<file path="src/design/link_timers_pkg.sv">
package link_timers_pkg;
   // register byte offsets
   localparam logic [7:0] OFF_CTRL = 8'h00;
   localparam logic [7:0] OFF_ACK2_SECS = 8'h04;
   localparam logic [7:0] OFF_RESP_PCT = 8'h08;
   localparam logic [7:0] OFF_T3_PERIOD = 8'h0C;
   localparam logic [7:0] OFF_BUSY_SECS = 8'h10;
   localparam logic [7:0] OFF_RETRY = 8'h14;
   localparam logic [7:0] OFF_STATUS = 8'h18;
   localparam logic [7:0] OFF_INT_STAT = 8'h1C;
   localparam logic [7:0] OFF_INT_MASK = 8'h20;
   // control fields
   localparam int CTRL_QUIET_BIT = 0;
   localparam int CTRL_INIT_BIT = 1;
   localparam int CTRL_PCT_SRC_BIT = 2;
   // interrupt status fields
   localparam int IRQ_ACK2_BIT = 0;
   localparam int IRQ_T3_TIMEOUT_BIT = 1;
   localparam int IRQ_GIVE_UP_BIT = 2;
   localparam int IRQ_BUSY_TO_BIT = 3;
   localparam int IRQ_SHORT_BIT = 4;
   localparam int IRQ_W = 5;
   // reset values and limits
   localparam logic [10:0] ACK2_SECS_RST = 11'h078;
   localparam logic [10:0] ACK2_SECS_MIN = 11'h00A;
   localparam logic [10:0] ACK2_SECS_MAX = 11'h708;
   localparam logic [6:0] RESP_PCT_RST = 7'h00;
   localparam logic [6:0] RESP_PCT_MAX = 7'h63;
   localparam logic [15:0] T3_PERIOD_RST = 16'h0078;
   localparam logic [15:0] BUSY_SECS_RST = 16'h0078;
   localparam logic [2:0] RETRY_RST = 3'h2;
   localparam logic [2:0] RETRY_MAX = 3'h5;
   // frame minimum lengths in octets
   localparam logic [15:0] MIN_LEN_U = 16'h0009;
   localparam logic [15:0] MIN_LEN_IS = 16'h000A;
   localparam logic [15:0] MIN_LEN_T3 = 16'h0009;
   // timing
   localparam int CLK_HZ = 100_000_000;
   localparam int SEC_NS = 1_000_000_000;
   localparam int CLK_NS = 10;
   localparam int CYC_PER_SEC = SEC_NS / CLK_NS;
   // frame kinds
   typedef enum logic [1:0] {
      FRAME_U = 2'h0,
      FRAME_I = 2'h1,
      FRAME_S = 2'h2
   } frame_kind_t;
   typedef enum logic [1:0] {
      T3_IDLE = 2'b00,
      T3_WAIT_TX = 2'b01,
      T3_RUN = 2'b11
   } t3_state_t;
endpackage

</file>
<file path="src/design/link_ack_timers.sv">
// Behaviour
// - after I response or I command P=0, idle queue: delay S ack by percent
// - response percent loads from parameter exchange message or local table
// - valid short type 2 frame: two flags, two addresses, control, check
// - type 2 frame short below 9 octets unnumbered, 10 octets I or S
// - type 3 ack timer runs for reply from the addressed station
// - type 3 ack timer starts only when frame finished transmission
// - type 3 timeout period includes physical sublayer delay
// - receiver-not-ready starts busy timer, default 120 seconds
// - type 3 retransmissions limited to 0..5, default 2
// - type 3 retry limit fixed at protocol initialisation
// - quiet mode suppresses retransmission before limit reached
// - valid type 3 frame at least 9 octets, else invalid
// - type 2 ack timer 10..1800 s, one second steps, default 120
//
// Chosen here: the address map and the AXI4-Lite slave port.
`timescale 1ns/1ns
`default_nettype none
module link_ack_timers #(
   parameter int CYC_PER_SEC = link_timers_pkg::CYC_PER_SEC
) (
   // clock and reset
   input wire logic CLOCK,
   input wire logic RSTN,
   // axi4-lite write address and data
   input wire logic [7:0] AWADDR,
   input wire logic AWVALID,
   output logic AWREADY,
   input wire logic [31:0] WDATA,
   input wire logic [3:0] WSTRB,
   input wire logic WVALID,
   output logic WREADY,
   output logic [1:0] BRESP,
   output logic BVALID,
   input wire logic BREADY,
   // axi4-lite read
   input wire logic [7:0] ARADDR,
   input wire logic ARVALID,
   output logic ARREADY,
   output logic [31:0] RDATA,
   output logic [1:0] RRESP,
   output logic RVALID,
   input wire logic RREADY,
   // received frame report
   input wire logic RX_DONE,
   input wire logic [1:0] RX_KIND,
   input wire logic RX_TYPE3,
   input wire logic RX_IS_RESPONSE,
   input wire logic RX_POLL,
   input wire logic [15:0] RX_OCTETS,
   input wire logic TX_QUEUE_EMPTY,
   // parameter exchange message update
   input wire logic XCHG_VALID,
   input wire logic [6:0] XCHG_RESP_PCT,
   // type 3 transmit and acknowledge
   input wire logic T3_SENT,
   input wire logic T3_TX_DONE,
   input wire logic T3_ACK_RX,
   // peer busy condition
   input wire logic UNNUMBERED_RECEIVER_NOT_READY,
   input wire logic PEER_BUSY_CLEAR,
   // outputs
   output logic SEND_S_ACK,
   output logic FRAME_INVALID,
   output logic T3_RETRANSMIT,
   output logic T3_GIVE_UP,
   output logic PEER_BUSY,
   output logic BUSY_TIMEOUT,
   output logic IRQ
);
   localparam int W_SEC = 32;
   logic [10:0] ack2_secs_q;
   logic [6:0] tbl_pct_q, xchg_pct_q, resp_pct;
   logic [15:0] t3_period_q, busy_secs_q;
   logic [2:0] retry_cfg_q, retry_lim_q, retry_cnt_q;
   logic quiet_q, pct_src_q;
   logic [4:0] irq_stat_q, irq_mask_q, ev;
   logic aw_hold_q, w_hold_q;
   logic [7:0] awaddr_q;
   logic [31:0] wdata_q;
   logic do_wr, strb0_q;
   // one-second tick shared by the type 3 and busy timers
   logic [W_SEC-1:0] pre_q;
   logic tick;
   always_ff @(posedge CLOCK or negedge RSTN) begin
      if (!RSTN) pre_q <= '0;
      else if (pre_q == W_SEC'(CYC_PER_SEC - 1)) pre_q <= '0;
      else pre_q <= pre_q + 1'b1;
   end
   assign tick = (pre_q == W_SEC'(CYC_PER_SEC - 1));

   // ---- bus write path: address and data taken in either order
   assign AWREADY = !aw_hold_q && !BVALID;
   assign WREADY = !w_hold_q && !BVALID;
   assign do_wr = aw_hold_q && w_hold_q && !BVALID;
   always_ff @(posedge CLOCK or negedge RSTN) begin
      if (!RSTN) begin
         aw_hold_q <= 1'b0;
         w_hold_q <= 1'b0;
         awaddr_q <= '0;
         wdata_q <= '0;
         strb0_q <= 1'b0;
         BVALID <= 1'b0;
         BRESP <= 2'h0;
      end else begin
         if (AWVALID && AWREADY) begin
            aw_hold_q <= 1'b1;
            awaddr_q <= AWADDR;
         end
         if (WVALID && WREADY) begin
            w_hold_q <= 1'b1;
            wdata_q <= WDATA;
            strb0_q <= WSTRB[0];
         end
         if (do_wr) begin
            aw_hold_q <= 1'b0;
            w_hold_q <= 1'b0;
            BVALID <= 1'b1;
            BRESP <= addr_ok(awaddr_q) ? 2'h0 : 2'h2;
         end else if (BVALID && BREADY) BVALID <= 1'b0;
      end
   end

   function automatic logic addr_ok(input logic [7:0] a);
      addr_ok = (a[1:0] == 2'h0) && (a <= link_timers_pkg::OFF_INT_MASK);
   endfunction

   function automatic logic [10:0] clamp_ack2(input logic [10:0] v);
      if (v < link_timers_pkg::ACK2_SECS_MIN) clamp_ack2 = link_timers_pkg::ACK2_SECS_MIN;
      else if (v > link_timers_pkg::ACK2_SECS_MAX) clamp_ack2 = link_timers_pkg::ACK2_SECS_MAX;
      else clamp_ack2 = v;
   endfunction

   function automatic logic [6:0] clamp_pct(input logic [6:0] v);
      clamp_pct = (v > link_timers_pkg::RESP_PCT_MAX) ? link_timers_pkg::RESP_PCT_MAX : v;
   endfunction

   // configuration registers
   logic init_pulse;
   assign init_pulse = do_wr && awaddr_q == link_timers_pkg::OFF_CTRL && strb0_q
      && wdata_q[link_timers_pkg::CTRL_INIT_BIT];
   always_ff @(posedge CLOCK or negedge RSTN) begin
      if (!RSTN) begin
         ack2_secs_q <= link_timers_pkg::ACK2_SECS_RST;
         tbl_pct_q <= link_timers_pkg::RESP_PCT_RST;
         t3_period_q <= link_timers_pkg::T3_PERIOD_RST;
         busy_secs_q <= link_timers_pkg::BUSY_SECS_RST;
         retry_cfg_q <= link_timers_pkg::RETRY_RST;
         quiet_q <= 1'b0;
         pct_src_q <= 1'b0;
         irq_mask_q <= '0;
      end else if (do_wr) begin
         unique case (awaddr_q)
            link_timers_pkg::OFF_CTRL: begin
               quiet_q <= wdata_q[link_timers_pkg::CTRL_QUIET_BIT];
               pct_src_q <= wdata_q[link_timers_pkg::CTRL_PCT_SRC_BIT];
            end
            link_timers_pkg::OFF_ACK2_SECS: ack2_secs_q <= clamp_ack2(wdata_q[10:0]);
            link_timers_pkg::OFF_RESP_PCT: tbl_pct_q <= clamp_pct(wdata_q[6:0]);
            // software sets the period including physical sublayer delay
            link_timers_pkg::OFF_T3_PERIOD: t3_period_q <= wdata_q[15:0];
            link_timers_pkg::OFF_BUSY_SECS: busy_secs_q <= wdata_q[15:0];
            link_timers_pkg::OFF_RETRY: begin
               if (wdata_q[2:0] <= link_timers_pkg::RETRY_MAX) retry_cfg_q <= wdata_q[2:0];
            end
            link_timers_pkg::OFF_INT_MASK: irq_mask_q <= wdata_q[4:0];
            default: ;
         endcase
      end
   end

   // retry limit latched only at protocol initialisation
   always_ff @(posedge CLOCK or negedge RSTN) begin
      if (!RSTN) retry_lim_q <= link_timers_pkg::RETRY_RST;
      else if (init_pulse) retry_lim_q <= retry_cfg_q;
   end

   // exchange message value
   always_ff @(posedge CLOCK or negedge RSTN) begin
      if (!RSTN) xchg_pct_q <= link_timers_pkg::RESP_PCT_RST;
      else if (XCHG_VALID) xchg_pct_q <= clamp_pct(XCHG_RESP_PCT);
   end
   assign resp_pct = pct_src_q ? xchg_pct_q : tbl_pct_q;

   // ---- frame length check
   logic short_frame;
   always_comb begin
      if (RX_TYPE3) short_frame = RX_OCTETS < link_timers_pkg::MIN_LEN_T3;
      else if (RX_KIND == link_timers_pkg::FRAME_U)
         short_frame = RX_OCTETS < link_timers_pkg::MIN_LEN_U;
      else short_frame = RX_OCTETS < link_timers_pkg::MIN_LEN_IS;
   end
   always_ff @(posedge CLOCK or negedge RSTN) begin
      if (!RSTN) FRAME_INVALID <= 1'b0;
      else FRAME_INVALID <= RX_DONE && short_frame;
   end

   // ---- delayed type 2 acknowledgment, counted in hundredths of a second
   logic [17:0] dly_target, dly_cnt_q;
   logic dly_run_q, trig_ack;
   logic [W_SEC-1:0] cpre_q;
   logic ctick;
   assign dly_target = 18'(ack2_secs_q * resp_pct);
   assign trig_ack = RX_DONE && !short_frame && !RX_TYPE3
      && RX_KIND == link_timers_pkg::FRAME_I && (RX_IS_RESPONSE || !RX_POLL)
      && TX_QUEUE_EMPTY;
   assign ctick = (cpre_q == W_SEC'(CYC_PER_SEC / 100 - 1));
   always_ff @(posedge CLOCK or negedge RSTN) begin
      if (!RSTN) begin
         dly_run_q <= 1'b0;
         dly_cnt_q <= '0;
         cpre_q <= '0;
         SEND_S_ACK <= 1'b0;
      end else begin
         SEND_S_ACK <= 1'b0;
         cpre_q <= (ctick || trig_ack) ? '0 : cpre_q + 1'b1;
         if (trig_ack) begin
            dly_run_q <= 1'b1;
            dly_cnt_q <= '0;
         end else if (dly_run_q && dly_cnt_q >= dly_target) begin
            dly_run_q <= 1'b0;
            SEND_S_ACK <= 1'b1;
         end else if (dly_run_q && ctick) dly_cnt_q <= dly_cnt_q + 1'b1;
      end
   end

   // ---- type 3 acknowledgment timer and retries
   link_timers_pkg::t3_state_t t3_q;
   logic [15:0] t3_secs_q;
   logic t3_expire;
   assign t3_expire = t3_q == link_timers_pkg::T3_RUN && tick && t3_secs_q >= t3_period_q;
   always_ff @(posedge CLOCK or negedge RSTN) begin
      if (!RSTN) begin
         t3_q <= link_timers_pkg::T3_IDLE;
         t3_secs_q <= '0;
         retry_cnt_q <= '0;
         T3_RETRANSMIT <= 1'b0;
         T3_GIVE_UP <= 1'b0;
      end else begin
         T3_RETRANSMIT <= 1'b0;
         T3_GIVE_UP <= 1'b0;
         if (T3_ACK_RX || init_pulse) begin
            t3_q <= link_timers_pkg::T3_IDLE;
            retry_cnt_q <= '0;
         end else begin
            unique case (t3_q)
               link_timers_pkg::T3_IDLE: if (T3_SENT) t3_q <= link_timers_pkg::T3_WAIT_TX;
               link_timers_pkg::T3_WAIT_TX: begin
                  if (T3_TX_DONE) begin
                     t3_q <= link_timers_pkg::T3_RUN;
                     t3_secs_q <= '0;
                  end
               end
               link_timers_pkg::T3_RUN: begin
                  if (t3_expire) begin
                     if (quiet_q || retry_cnt_q >= retry_lim_q) begin
                        T3_GIVE_UP <= 1'b1;
                        t3_q <= link_timers_pkg::T3_IDLE;
                        retry_cnt_q <= '0;
                     end else begin
                        T3_RETRANSMIT <= 1'b1;
                        retry_cnt_q <= retry_cnt_q + 1'b1;
                        t3_q <= link_timers_pkg::T3_WAIT_TX;
                     end
                  end else if (tick) t3_secs_q <= t3_secs_q + 1'b1;
               end
               default: t3_q <= link_timers_pkg::T3_IDLE;
            endcase
         end
      end
   end

   // ---- busy-state timer
   logic [15:0] busy_cnt_q;
   always_ff @(posedge CLOCK or negedge RSTN) begin
      if (!RSTN) begin
         PEER_BUSY <= 1'b0;
         busy_cnt_q <= '0;
         BUSY_TIMEOUT <= 1'b0;
      end else begin
         BUSY_TIMEOUT <= 1'b0;
         if (UNNUMBERED_RECEIVER_NOT_READY) begin
            PEER_BUSY <= 1'b1;
            busy_cnt_q <= '0;
         end else if (PEER_BUSY_CLEAR) begin
            PEER_BUSY <= 1'b0;
            busy_cnt_q <= '0;
         end else if (PEER_BUSY && tick) begin
            if (busy_cnt_q + 16'h0001 >= busy_secs_q) begin
               PEER_BUSY <= 1'b0;
               BUSY_TIMEOUT <= 1'b1;
            end else busy_cnt_q <= busy_cnt_q + 1'b1;
         end
      end
   end

   // ---- interrupts: set wins over write-one-to-clear
   assign ev = {FRAME_INVALID, BUSY_TIMEOUT, T3_GIVE_UP, T3_RETRANSMIT, SEND_S_ACK};
   always_ff @(posedge CLOCK or negedge RSTN) begin
      if (!RSTN) irq_stat_q <= '0;
      else if (do_wr && awaddr_q == link_timers_pkg::OFF_INT_STAT)
         irq_stat_q <= (irq_stat_q & ~wdata_q[4:0]) | ev;
      else irq_stat_q <= irq_stat_q | ev;
   end
   // a set mask bit hides its status bit
   assign IRQ = |(irq_stat_q & ~irq_mask_q);

   // ---- bus read path
   assign ARREADY = !RVALID;
   always_ff @(posedge CLOCK or negedge RSTN) begin
      if (!RSTN) begin
         RVALID <= 1'b0;
         RDATA <= '0;
         RRESP <= 2'h0;
      end else if (ARVALID && ARREADY) begin
         RVALID <= 1'b1;
         RRESP <= addr_ok(ARADDR) ? 2'h0 : 2'h2;
         unique case (ARADDR)
            link_timers_pkg::OFF_CTRL: RDATA <= {29'h0, pct_src_q, 1'b0, quiet_q};
            link_timers_pkg::OFF_ACK2_SECS: RDATA <= {21'h0, ack2_secs_q};
            link_timers_pkg::OFF_RESP_PCT: RDATA <= {25'h0, resp_pct};
            link_timers_pkg::OFF_T3_PERIOD: RDATA <= {16'h0, t3_period_q};
            link_timers_pkg::OFF_BUSY_SECS: RDATA <= {16'h0, busy_secs_q};
            link_timers_pkg::OFF_RETRY: RDATA <= {25'h0, retry_cnt_q, 1'b0, retry_lim_q};
            link_timers_pkg::OFF_STATUS: RDATA <= {28'h0, t3_q, PEER_BUSY, dly_run_q};
            link_timers_pkg::OFF_INT_STAT: RDATA <= {27'h0, irq_stat_q};
            link_timers_pkg::OFF_INT_MASK: RDATA <= {27'h0, irq_mask_q};
            default: RDATA <= 32'h0;
         endcase
      end else if (RVALID && RREADY) RVALID <= 1'b0;
   end
endmodule
`default_nettype wire

</file>
<file path="config.mk">
export PLATFORM = sky130hd
export DESIGN_NAME = link_ack_timers
export DESIGN_NICKNAME = d
export VERILOG_FILES = /design/src/design/link_timers_pkg.sv /design/src/design/link_ack_timers.sv
export SDC_FILE = /design/constraint.sdc
export NUM_CORES = 1
export LEC_CHECK = 0
export BUFFER_PORTS_ARGS = -buffer_cell sky130_fd_sc_hd__buf_2
export CAP_MARGIN = 20
export CORE_MARGIN = 2
export CORE_UTILIZATION = 60
export DETAILED_ROUTE_END_ITERATION = 16
export GPL_TIMING_DRIVEN = 0
export PLACE_DENSITY_LB_ADDON = 0.3
export SYNTH_ARGS = -nofsm -noshare
export SYNTH_HDL_FRONTEND = slang
export SYNTH_SLANG_ARGS = --single-unit
</file>
<file path="constraint.sdc">
create_clock -name CLOCK -period 7.85 [get_ports CLOCK]
set_clock_uncertainty 0.2 [all_clocks]
set_input_delay 1.57 -clock CLOCK [delete_from_list [all_inputs] [get_ports CLOCK]]
set_output_delay 1.57 -clock CLOCK [all_outputs]
set_load 0.02 [all_outputs]
</file>
==> implementation parameters, run 1 <==
Parameter                              Value

Pwr
  Proportion of total power due to net switching ... 32.5%
  Switching power summed over all nets ... 1260 uW
  Peak supply drop ... 0.000200 V
  Portion of total power attributed to sequential cells ... 43.5%
  Cell leakage power ... 0.00858 uW
  Pwr Density ... 217 mW/mm2
  Combinational cell fraction of total power ... 22.1%
  Internal power component ... 2610 uW
  Share of power burned in the clock network ... 34.5%

Outcome
  Run status ... finished, final reports clean

Timing
  Setup violators final ... 0
  Count of endpoints failing hold in the final timing report ... 0
  Minimum period implied by the final worst setup slack ... 7.42 ns
  Slew at the pin closest to its max-slew limit ... 0.949 ns
  Rel. slew slack ... 36.3%
  Period utilisation layout ... 94.6%
  Highest clock frequency the design can meet ... 0.135 GHz
  Count of final max-slew check failures ... 0
  RSZ-0062 raised after global routing ... no
  Worst hold-check slack ... 0.273 ns
  Worst Setup Slack, final ... 0.427 ns

Floorplanning
  Core outline area ... 0.0259 mm2
  Initial Util ... 60.7%
  Die span in x ... 166 um
  Die Height ... 166 um
  Die ar. ... 0.0275 mm2
  IO Count ... 143
  Std cell rows ... 59

Final layout
  Multi-input gate area in the final layout ... 0.00883 mm2
  Finished Layout Cells ... 2131
  Final-layout fill cell count ... 1933
  Nets ... 2006
  Most frequent standard cell in the layout excluding fill and tap cells ... sky130_fd_sc_hd__dfrtp_1
  Footprint of the flip-flops and latches ... 0.00622 mm2
  Ratio of cells with drive above 1 in the final layout ... 16.7%
  Relative area change from synthesis to final layout ... 13.3%
  Highest-count cells in the layout ignoring fill and taps ... 233 x sky130_fd_sc_hd__dfrtp_1, 160 x sky130_fd_sc_hd__nand2_1, 113 x sky130_fd_sc_hd__inv_1
  Design Area, Final ... 0.0178 mm2
  Layout Utilization ... 68.8%

Clock tree
  Clk Tree Root Cell ... sky130_fd_sc_hd__clkbuf_16
  Htree depth ... 1
  TritonCTS Buffers ... 28
  TritonCTS clock tree ... yes
  Latest clock arrival within the worst-skew pair ... 0.55 ns
  Clock sinks ... 248
  Postcts setup bufs ... 0
  Hold-fix buffers at CTS ... 0
  Worst-case clock buffer depth ... 3
  Clock-pin transition on the worst setup and hold timing paths ... 0.06 ns

Place
  Number of buffers added on ports ... 104
  HPWL after DPL ... 28500 um
  Area after detailed placement ... 0.0168 mm2
  Setup Slack @ Placement ... -0.360 ns
  Weighted congestion at the end of routability-driven global placement ... 0.933
  # placed instances ... 2079

Global routing
  GRT Overall Usage ... 27.5%
  GR Util met1 ... 34.3%
  Met3 demand-to-capacity share in global routing ... 4.05%
  Initial antenna violation count ... 3
  Wire length of the first global-routing pass ... 62500 um
  Total congestion overflow ... 0
  Via count of the first global-routing pass ... 12700
  Peak-usage layer in the global routing report ... met2
  GRT met2 Usage ... 48.0%
  Largest net degree at the start of global routing ... 126

Critical path
  Startpoint class of the critical path ... register
  Largest stage delay, worst path ... 0.55 ns
  WP data required ... 8.06 ns
  Slowest stage cell on the critical path ... sky130_fd_sc_hd__dfrtp_2
  Buffer and inverter count on the worst path ... 6
  Crit. path cell count ... 28
  Kind of end point of the critical path ... register
  Number of cells traversed by the worst register-to-register path ... 28
  Type of the worst setup path ... reg2reg
  Biggest fanout along the worst timing path ... 10
  Data arrival time of the worst path ... 7.64 ns
  Kind of cell adding the most delay to the critical path ... adder cells

Drt
  Number of iterations in the first detailed-routing pass ... 6
  Per-cell routed wire length ... 17.8 um
  DRC errors left ... 0
  Remaining number of nets flagged by the antenna check after routing ... 0
  Total length of routed wires ... 37900 um
  Overall via count from detail_route ... 12500
  Violation count after the first detailed-routing iteration ... 982
  Average vias per placed instance ... 5.89

Logic synthesis
  Synth warnings ... 0
  Register bit total from synthesis ... 248
  Count of distinct cell types in the synthesized netlist ... 81
  Sequential fraction of the synthesis area ... 39.6%
  Post-synthesis instance total ... 1621
  Post-synthesis instance area ... 0.0157 mm2
  Count of flip-flops with a built-in enable after synthesis ... 0
  Synthesized area divided by synthesized cell count ... 9.70 um2
  Async SR Flop Fraction ... 100%
  Leading register cell type out of synthesis ... sky130_fd_sc_hd__dfrtp_1

Job
  Number of violations of the max-capacitance limit ... 0

Min path
  Worst hold path type ... reg2reg
  Hold depth ... 2
==> flip-flops by register name, indices dropped and copies added, names as in the netlist, 5 cells and up <==
name         flops
busy_secs_q     16
awaddr_q         8
t3_secs_q       16
xchg_pct_q       7
pre_q           32
wdata_q         16
tbl_pct_q        7
busy_cnt_q      16
irq_stat_q       5
cpre_q          32
t3_period_q     16
irq_mask_q       5
ack2_secs_q     11
dly_cnt_q       18
RDATA           16
==> synthesized netlist by cell type (all sizes together), types with 5 or more instances <==
master  instances  area share, %
and2           12           0.48
fa             44            5.6
ha             95            7.6
a31oi          11           0.44
inv           113            2.7
a221oi          7           0.39
nand2         161            3.9
a22o            7           0.39
nor2          111            2.6
dfrtp         234             37
nor2b          63            2.5
o211ai          6           0.37
and3           30            1.2
a211oi          7           0.33
nor3           32            1.0
mux2i          30            1.9
xnor2          37            2.1
a22oi           7           0.33
or3            17           0.72
mux2           67            4.8
a21o           33            1.6
a222oi          8           0.51
o21ai          57            1.8
clkbuf         45            1.1
nand3          50            1.6
nand2b         54            2.1
xor2           34            1.9
nand4          43            1.7
nor4           17           0.77
o21a            7           0.33
a21oi          59            1.9
dfstp          14            2.3
buf            29            1.2
a32o            8           0.51
or4             5           0.26
==> metrics by stage <==
stage          total power [uW]  setup TNS (ns)
2_1_floorplan              2200               0
3_5_place_dp               2520           -2.91
4_1_cts                    3870               0
6_report                   3870               0
5_1_grt                    4050               0
3_3_place_gp               2480          -0.899
==> routing by layer <==
layer / wire length, um / vias up
met5: 0 / -
met3: 1960 / 109
met1: 15900 / 6148
met4: 1500 / 0
li1: - / 5944
met2: 18600 / 341
==> worst register-to-register path, delay by kind of cell, from the launching register on <==
kind	cells	cell delay [ns]
flip-flops	1	0.55
buffers and inverters	6	0.76
adder cells (fa/ha/maj)	6	2.71
AND/OR/NAND/NOR	4	0.51
AO/OA/AOI/OAI	11	2.19
multiplexers	1	0.39
==> cell families after synthesis <==
kind of cell / share of synthesized area (%)
fa+ha+maj: 13.2
buf+inv: 5.00
other cells: 0.0238
mux: 6.70
flops: 39.6
compound gates: 11.4
xor+xnor: 3.95
simple gates: 20.2
==> layout make-up <==
| class | count | area share, % |
|---|---|---|
| Multi-Input combinational cell | 1203 | 49.5 |
| Sequential cell | 248 | 34.9 |
| Clock buffer | 42 | 4.90 |
| Timing Repair Buffer | 106 | 3.29 |
| Inverter | 113 | 2.38 |
| Tap cell | 335 | 2.35 |
| Buffer | 72 | 2.04 |
| Clock inverter | 10 | 0.541 |
| Antenna cell | 2 | 0.0281 |
==> path summary, 6_finish.rpt <==
kind	from	to	slack [ns]
max	pct_src_q	dly_cnt_q[14]	0.43
min	RDATA[14]	RDATA[14]	0.27
max reg2reg	pct_src_q	dly_cnt_q[14]	0.43
min reg2reg	RDATA[14]	RDATA[14]	0.27
max in group asynchronous	RSTN	wdata_q[11]	5.96
min in group asynchronous	RSTN	cpre_q[14]	0.64
==> timing repair <==
item,CTS,global route
endpoints found under the hold margin,0,0
setup endpoints to repair,14,19
resized for setup,7,11
pin swaps,0,0
==> power by group through the flow <==
stage	sequential, uW	clock [uW]	combinational, uW
floorplan	1600	0	602
global placement	1670	0	810
detailed placement	1680	0	841
CTS	1670	1350	850
global route	1690	1420	942
finish	1680	1330	853
No activity file was read; power rests on OpenSTA's default activity.
==> run 2, diff against run 1 <==
- CTS_CLUSTER_SIZE: not set -> 10
- clock period: 7.85 -> 9.3 ns (I/O delays scaled with it)
==> implementation parameters, run 2 (same netlist as run 1, synthesis figures left out) <==
Parameter                              Value

Timing
  Count of final max-slew check failures ... 0 (unchanged)
  Slew at the pin closest to its max-slew limit ... 0.926 ns (was 0.949 ns)
  Worst hold-check slack ... 0.277 ns (was 0.273 ns)
  Count of endpoints failing hold in the final timing report ... 0 (unchanged)
  Highest clock frequency the design can meet ... 0.121 GHz (was 0.135 GHz)
  Setup violators final ... 0 (unchanged)
  Period utilisation layout ... 89.1% (was 94.6%)
  Final total negative setup slack ... 0 ns (unchanged)
  RSZ-0062 raised after global routing ... no (unchanged)
  Rel. slew slack ... 37.9% (was 36.3%)
  Minimum period implied by the final worst setup slack ... 8.28 ns (was 7.42 ns)

Clock tree
  Latest clock arrival within the worst-skew pair ... 0.57 ns (was 0.55 ns)
  Htree depth ... 1 (unchanged)
  Clock sinks ... 248 (unchanged)
  Clk Tree Root Cell ... sky130_fd_sc_hd__clkbuf_16 (unchanged)
  Worst-case clock buffer depth ... 3 (unchanged)
  TritonCTS clock tree ... yes (unchanged)
  Resize count post-CTS ... 0 (was 7)
  TritonCTS Buffers ... 30 (was 28)
  Hold-fix buffers at CTS ... 0 (unchanged)
  Postcts setup bufs ... 0 (unchanged)
  Clock-pin transition on the worst setup and hold timing paths ... 0.06 ns (about the same)

Floorplanning
  Die ar. ... 0.0275 mm2 (unchanged)
  Initial Util ... 60.7% (unchanged)
  Die span in x ... 166 um (unchanged)
  Die Height ... 166 um (unchanged)
  IO Count ... 143 (unchanged)
  Core outline area ... 0.0259 mm2 (unchanged)
  Std cell rows ... 59 (unchanged)

Drt
  Average vias per placed instance ... 5.90 (was 5.89)
  DRC errors left ... 0 (unchanged)
  Violation count after the first detailed-routing iteration ... 1060 (was 982)
  Number of iterations in the first detailed-routing pass ... 6 (unchanged)
  Overall via count from detail_route ... 12600 (was 12500)
  Remaining number of nets flagged by the antenna check after routing ... 0 (unchanged)
  Per-cell routed wire length ... 17.7 um (was 17.8 um)
  Total length of routed wires ... 37800 um (was 37900 um)

Global routing
  Wire length of the first global-routing pass ... 62900 um (was 62500 um)
  Initial antenna violation count ... 3 (unchanged)
  Via count of the first global-routing pass ... 12700 (about the same)
  GRT Overall Usage ... 27.6% (was 27.5%)
  Largest net degree at the start of global routing ... 126 (unchanged)
  Total congestion overflow ... 0 (unchanged)

Final layout
  Most frequent standard cell in the layout excluding fill and tap cells ... sky130_fd_sc_hd__dfrtp_1 (unchanged)
  Highest-count cells in the layout ignoring fill and taps ... 234 x sky130_fd_sc_hd__dfrtp_1, 160 x sky130_fd_sc_hd__nand2_1, 113 x sky130_fd_sc_hd__inv_1 (was 233 x sky130_fd_sc_hd__dfrtp_1, 160 x sky130_fd_sc_hd__nand2_1, 113 x sky130_fd_sc_hd__inv_1)
  Finished Layout Cells ... 2134 (was 2131)
  Registers with the most flip-flops ... cpre_q (32), pre_q (32), dly_cnt_q (18) (unchanged)
  Ratio of cells with drive above 1 in the final layout ... 15.1% (was 16.7%)
  Layout Utilization ... 68.5% (was 68.8%)
  Total inserted antenna cells ... 0 (was 2)
  Design Area, Final ... 0.0178 mm2 (about the same)
  Nets ... 2010 (was 2006)
  Relative area change from synthesis to final layout ... 12.8% (was 13.3%)
  Final-layout fill cell count ... 1960 (was 1933)

Critical path
  Type of the worst setup path ... reg2reg (unchanged)
  Biggest fanout along the worst timing path ... 10 (unchanged)
  WP data required ... 9.55 ns (was 8.06 ns)
  Startpoint class of the critical path ... register (unchanged)
  Slowest stage cell on the critical path ... sky130_fd_sc_hd__fa_1 (was sky130_fd_sc_hd__dfrtp_2)
  Data arrival time of the worst path ... 8.53 ns (was 7.64 ns)
  Kind of end point of the critical path ... register (unchanged)
  Largest stage delay, worst path ... 0.56 ns (was 0.55 ns)

Place
  HPWL after DPL ... 28500 um (unchanged)
  # placed instances ... 2079 (unchanged)
  Number of buffers added on ports ... 104 (unchanged)
  Area after detailed placement ... 0.0168 mm2 (unchanged)
  Weighted congestion at the end of routability-driven global placement ... 0.933 (unchanged)

Pwr
  Cell leakage power ... 0.00853 uW (was 0.00858 uW)
  Pwr Density ... 184 mW/mm2 (was 217 mW/mm2)
  Peak supply drop ... 0.000164 V (was 0.000200 V)

Outcome
  Run status ... finished, final reports clean (unchanged)

Job
  Number of violations of the max-capacitance limit ... 0 (unchanged)

Min path
  Worst hold path type ... reg2reg (unchanged)
run 2: changes by cell type in the layout (fill, tap and decap cells not counted), sizes merged:
| cell | delta |
|---|---|
| diode | -2 |
| clkbuf | +11 |
| inv | -1 |
| clkinv | -6 |
| bufinv | +1 |
run 2: path summary, 6_finish.rpt:
| path | slack (ns) | start | depth (start not counted) | endpoint |
|---|---|---|---|---|
| max in group asynchronous | 7.12 | RSTN | 2 | wdata_q[11] |
| setup / recovery | 1.02 | pct_src_q | 29 | dly_cnt_q[14] |
| min in group asynchronous | 0.92 | RSTN | 1 | cpre_q[22] |
| hold reg to reg | 0.28 | RDATA[14] | 2 | RDATA[14] |
| setup reg to reg | 1.02 | pct_src_q | 29 | dly_cnt_q[14] |
| hold / removal | 0.28 | RDATA[14] | 2 | RDATA[14] |
run 2: critical path: cells and delay by family (launching register included):
family,cells,cell delay (ns)
adder cells (fa/ha/maj),6,2.59
multiplexers,1,0.48
AO/OA/AOI/OAI,11,2.61
buffers and inverters,7,1.55
AND/OR/NAND/NOR,4,0.42
flip-flops,1,0.32
run 2: per-layer routing:
metal / track usage, % / vias to the layer above / wire (um)
met1: 34.6 / 6120 / 15600
met4: 11.6 / 0 / 1510
met3: 3.65 / 111 / 2090
li1: - / 5965 / -
met5: 0 / - / 0
met2: 48.2 / 387 / 18700
run 2: report_power, final:
part	switching [uW]	internal, uW
Combinational	431	290
Clock	448	685
Sequential	180	1230
Total	1060	2200
run 2: per-stage QoR:
stage	power, uW	setup WS, ns
2_1_floorplan	1860	2.37
3_3_place_gp	2100	1.27
3_5_place_dp	2130	1.09
4_1_cts	3280	1.05
5_1_grt	3410	0.470
6_report	3260	1.02
run 2: layout make-up:
class / instances / area (um2) / area share (%)
timing repair buffer: 106 / 586 / 3.30
multi-input combinational: 1203 / 8780 / 49.5
buffer: 74 / 363 / 2.04
inverter: 113 / 424 / 2.39
tap: 335 / 419 / 2.36
sequential: 248 / 6220 / 35.1
clock inverter: 4 / 81.3 / 0.458
clock buffer: 51 / 870 / 4.90
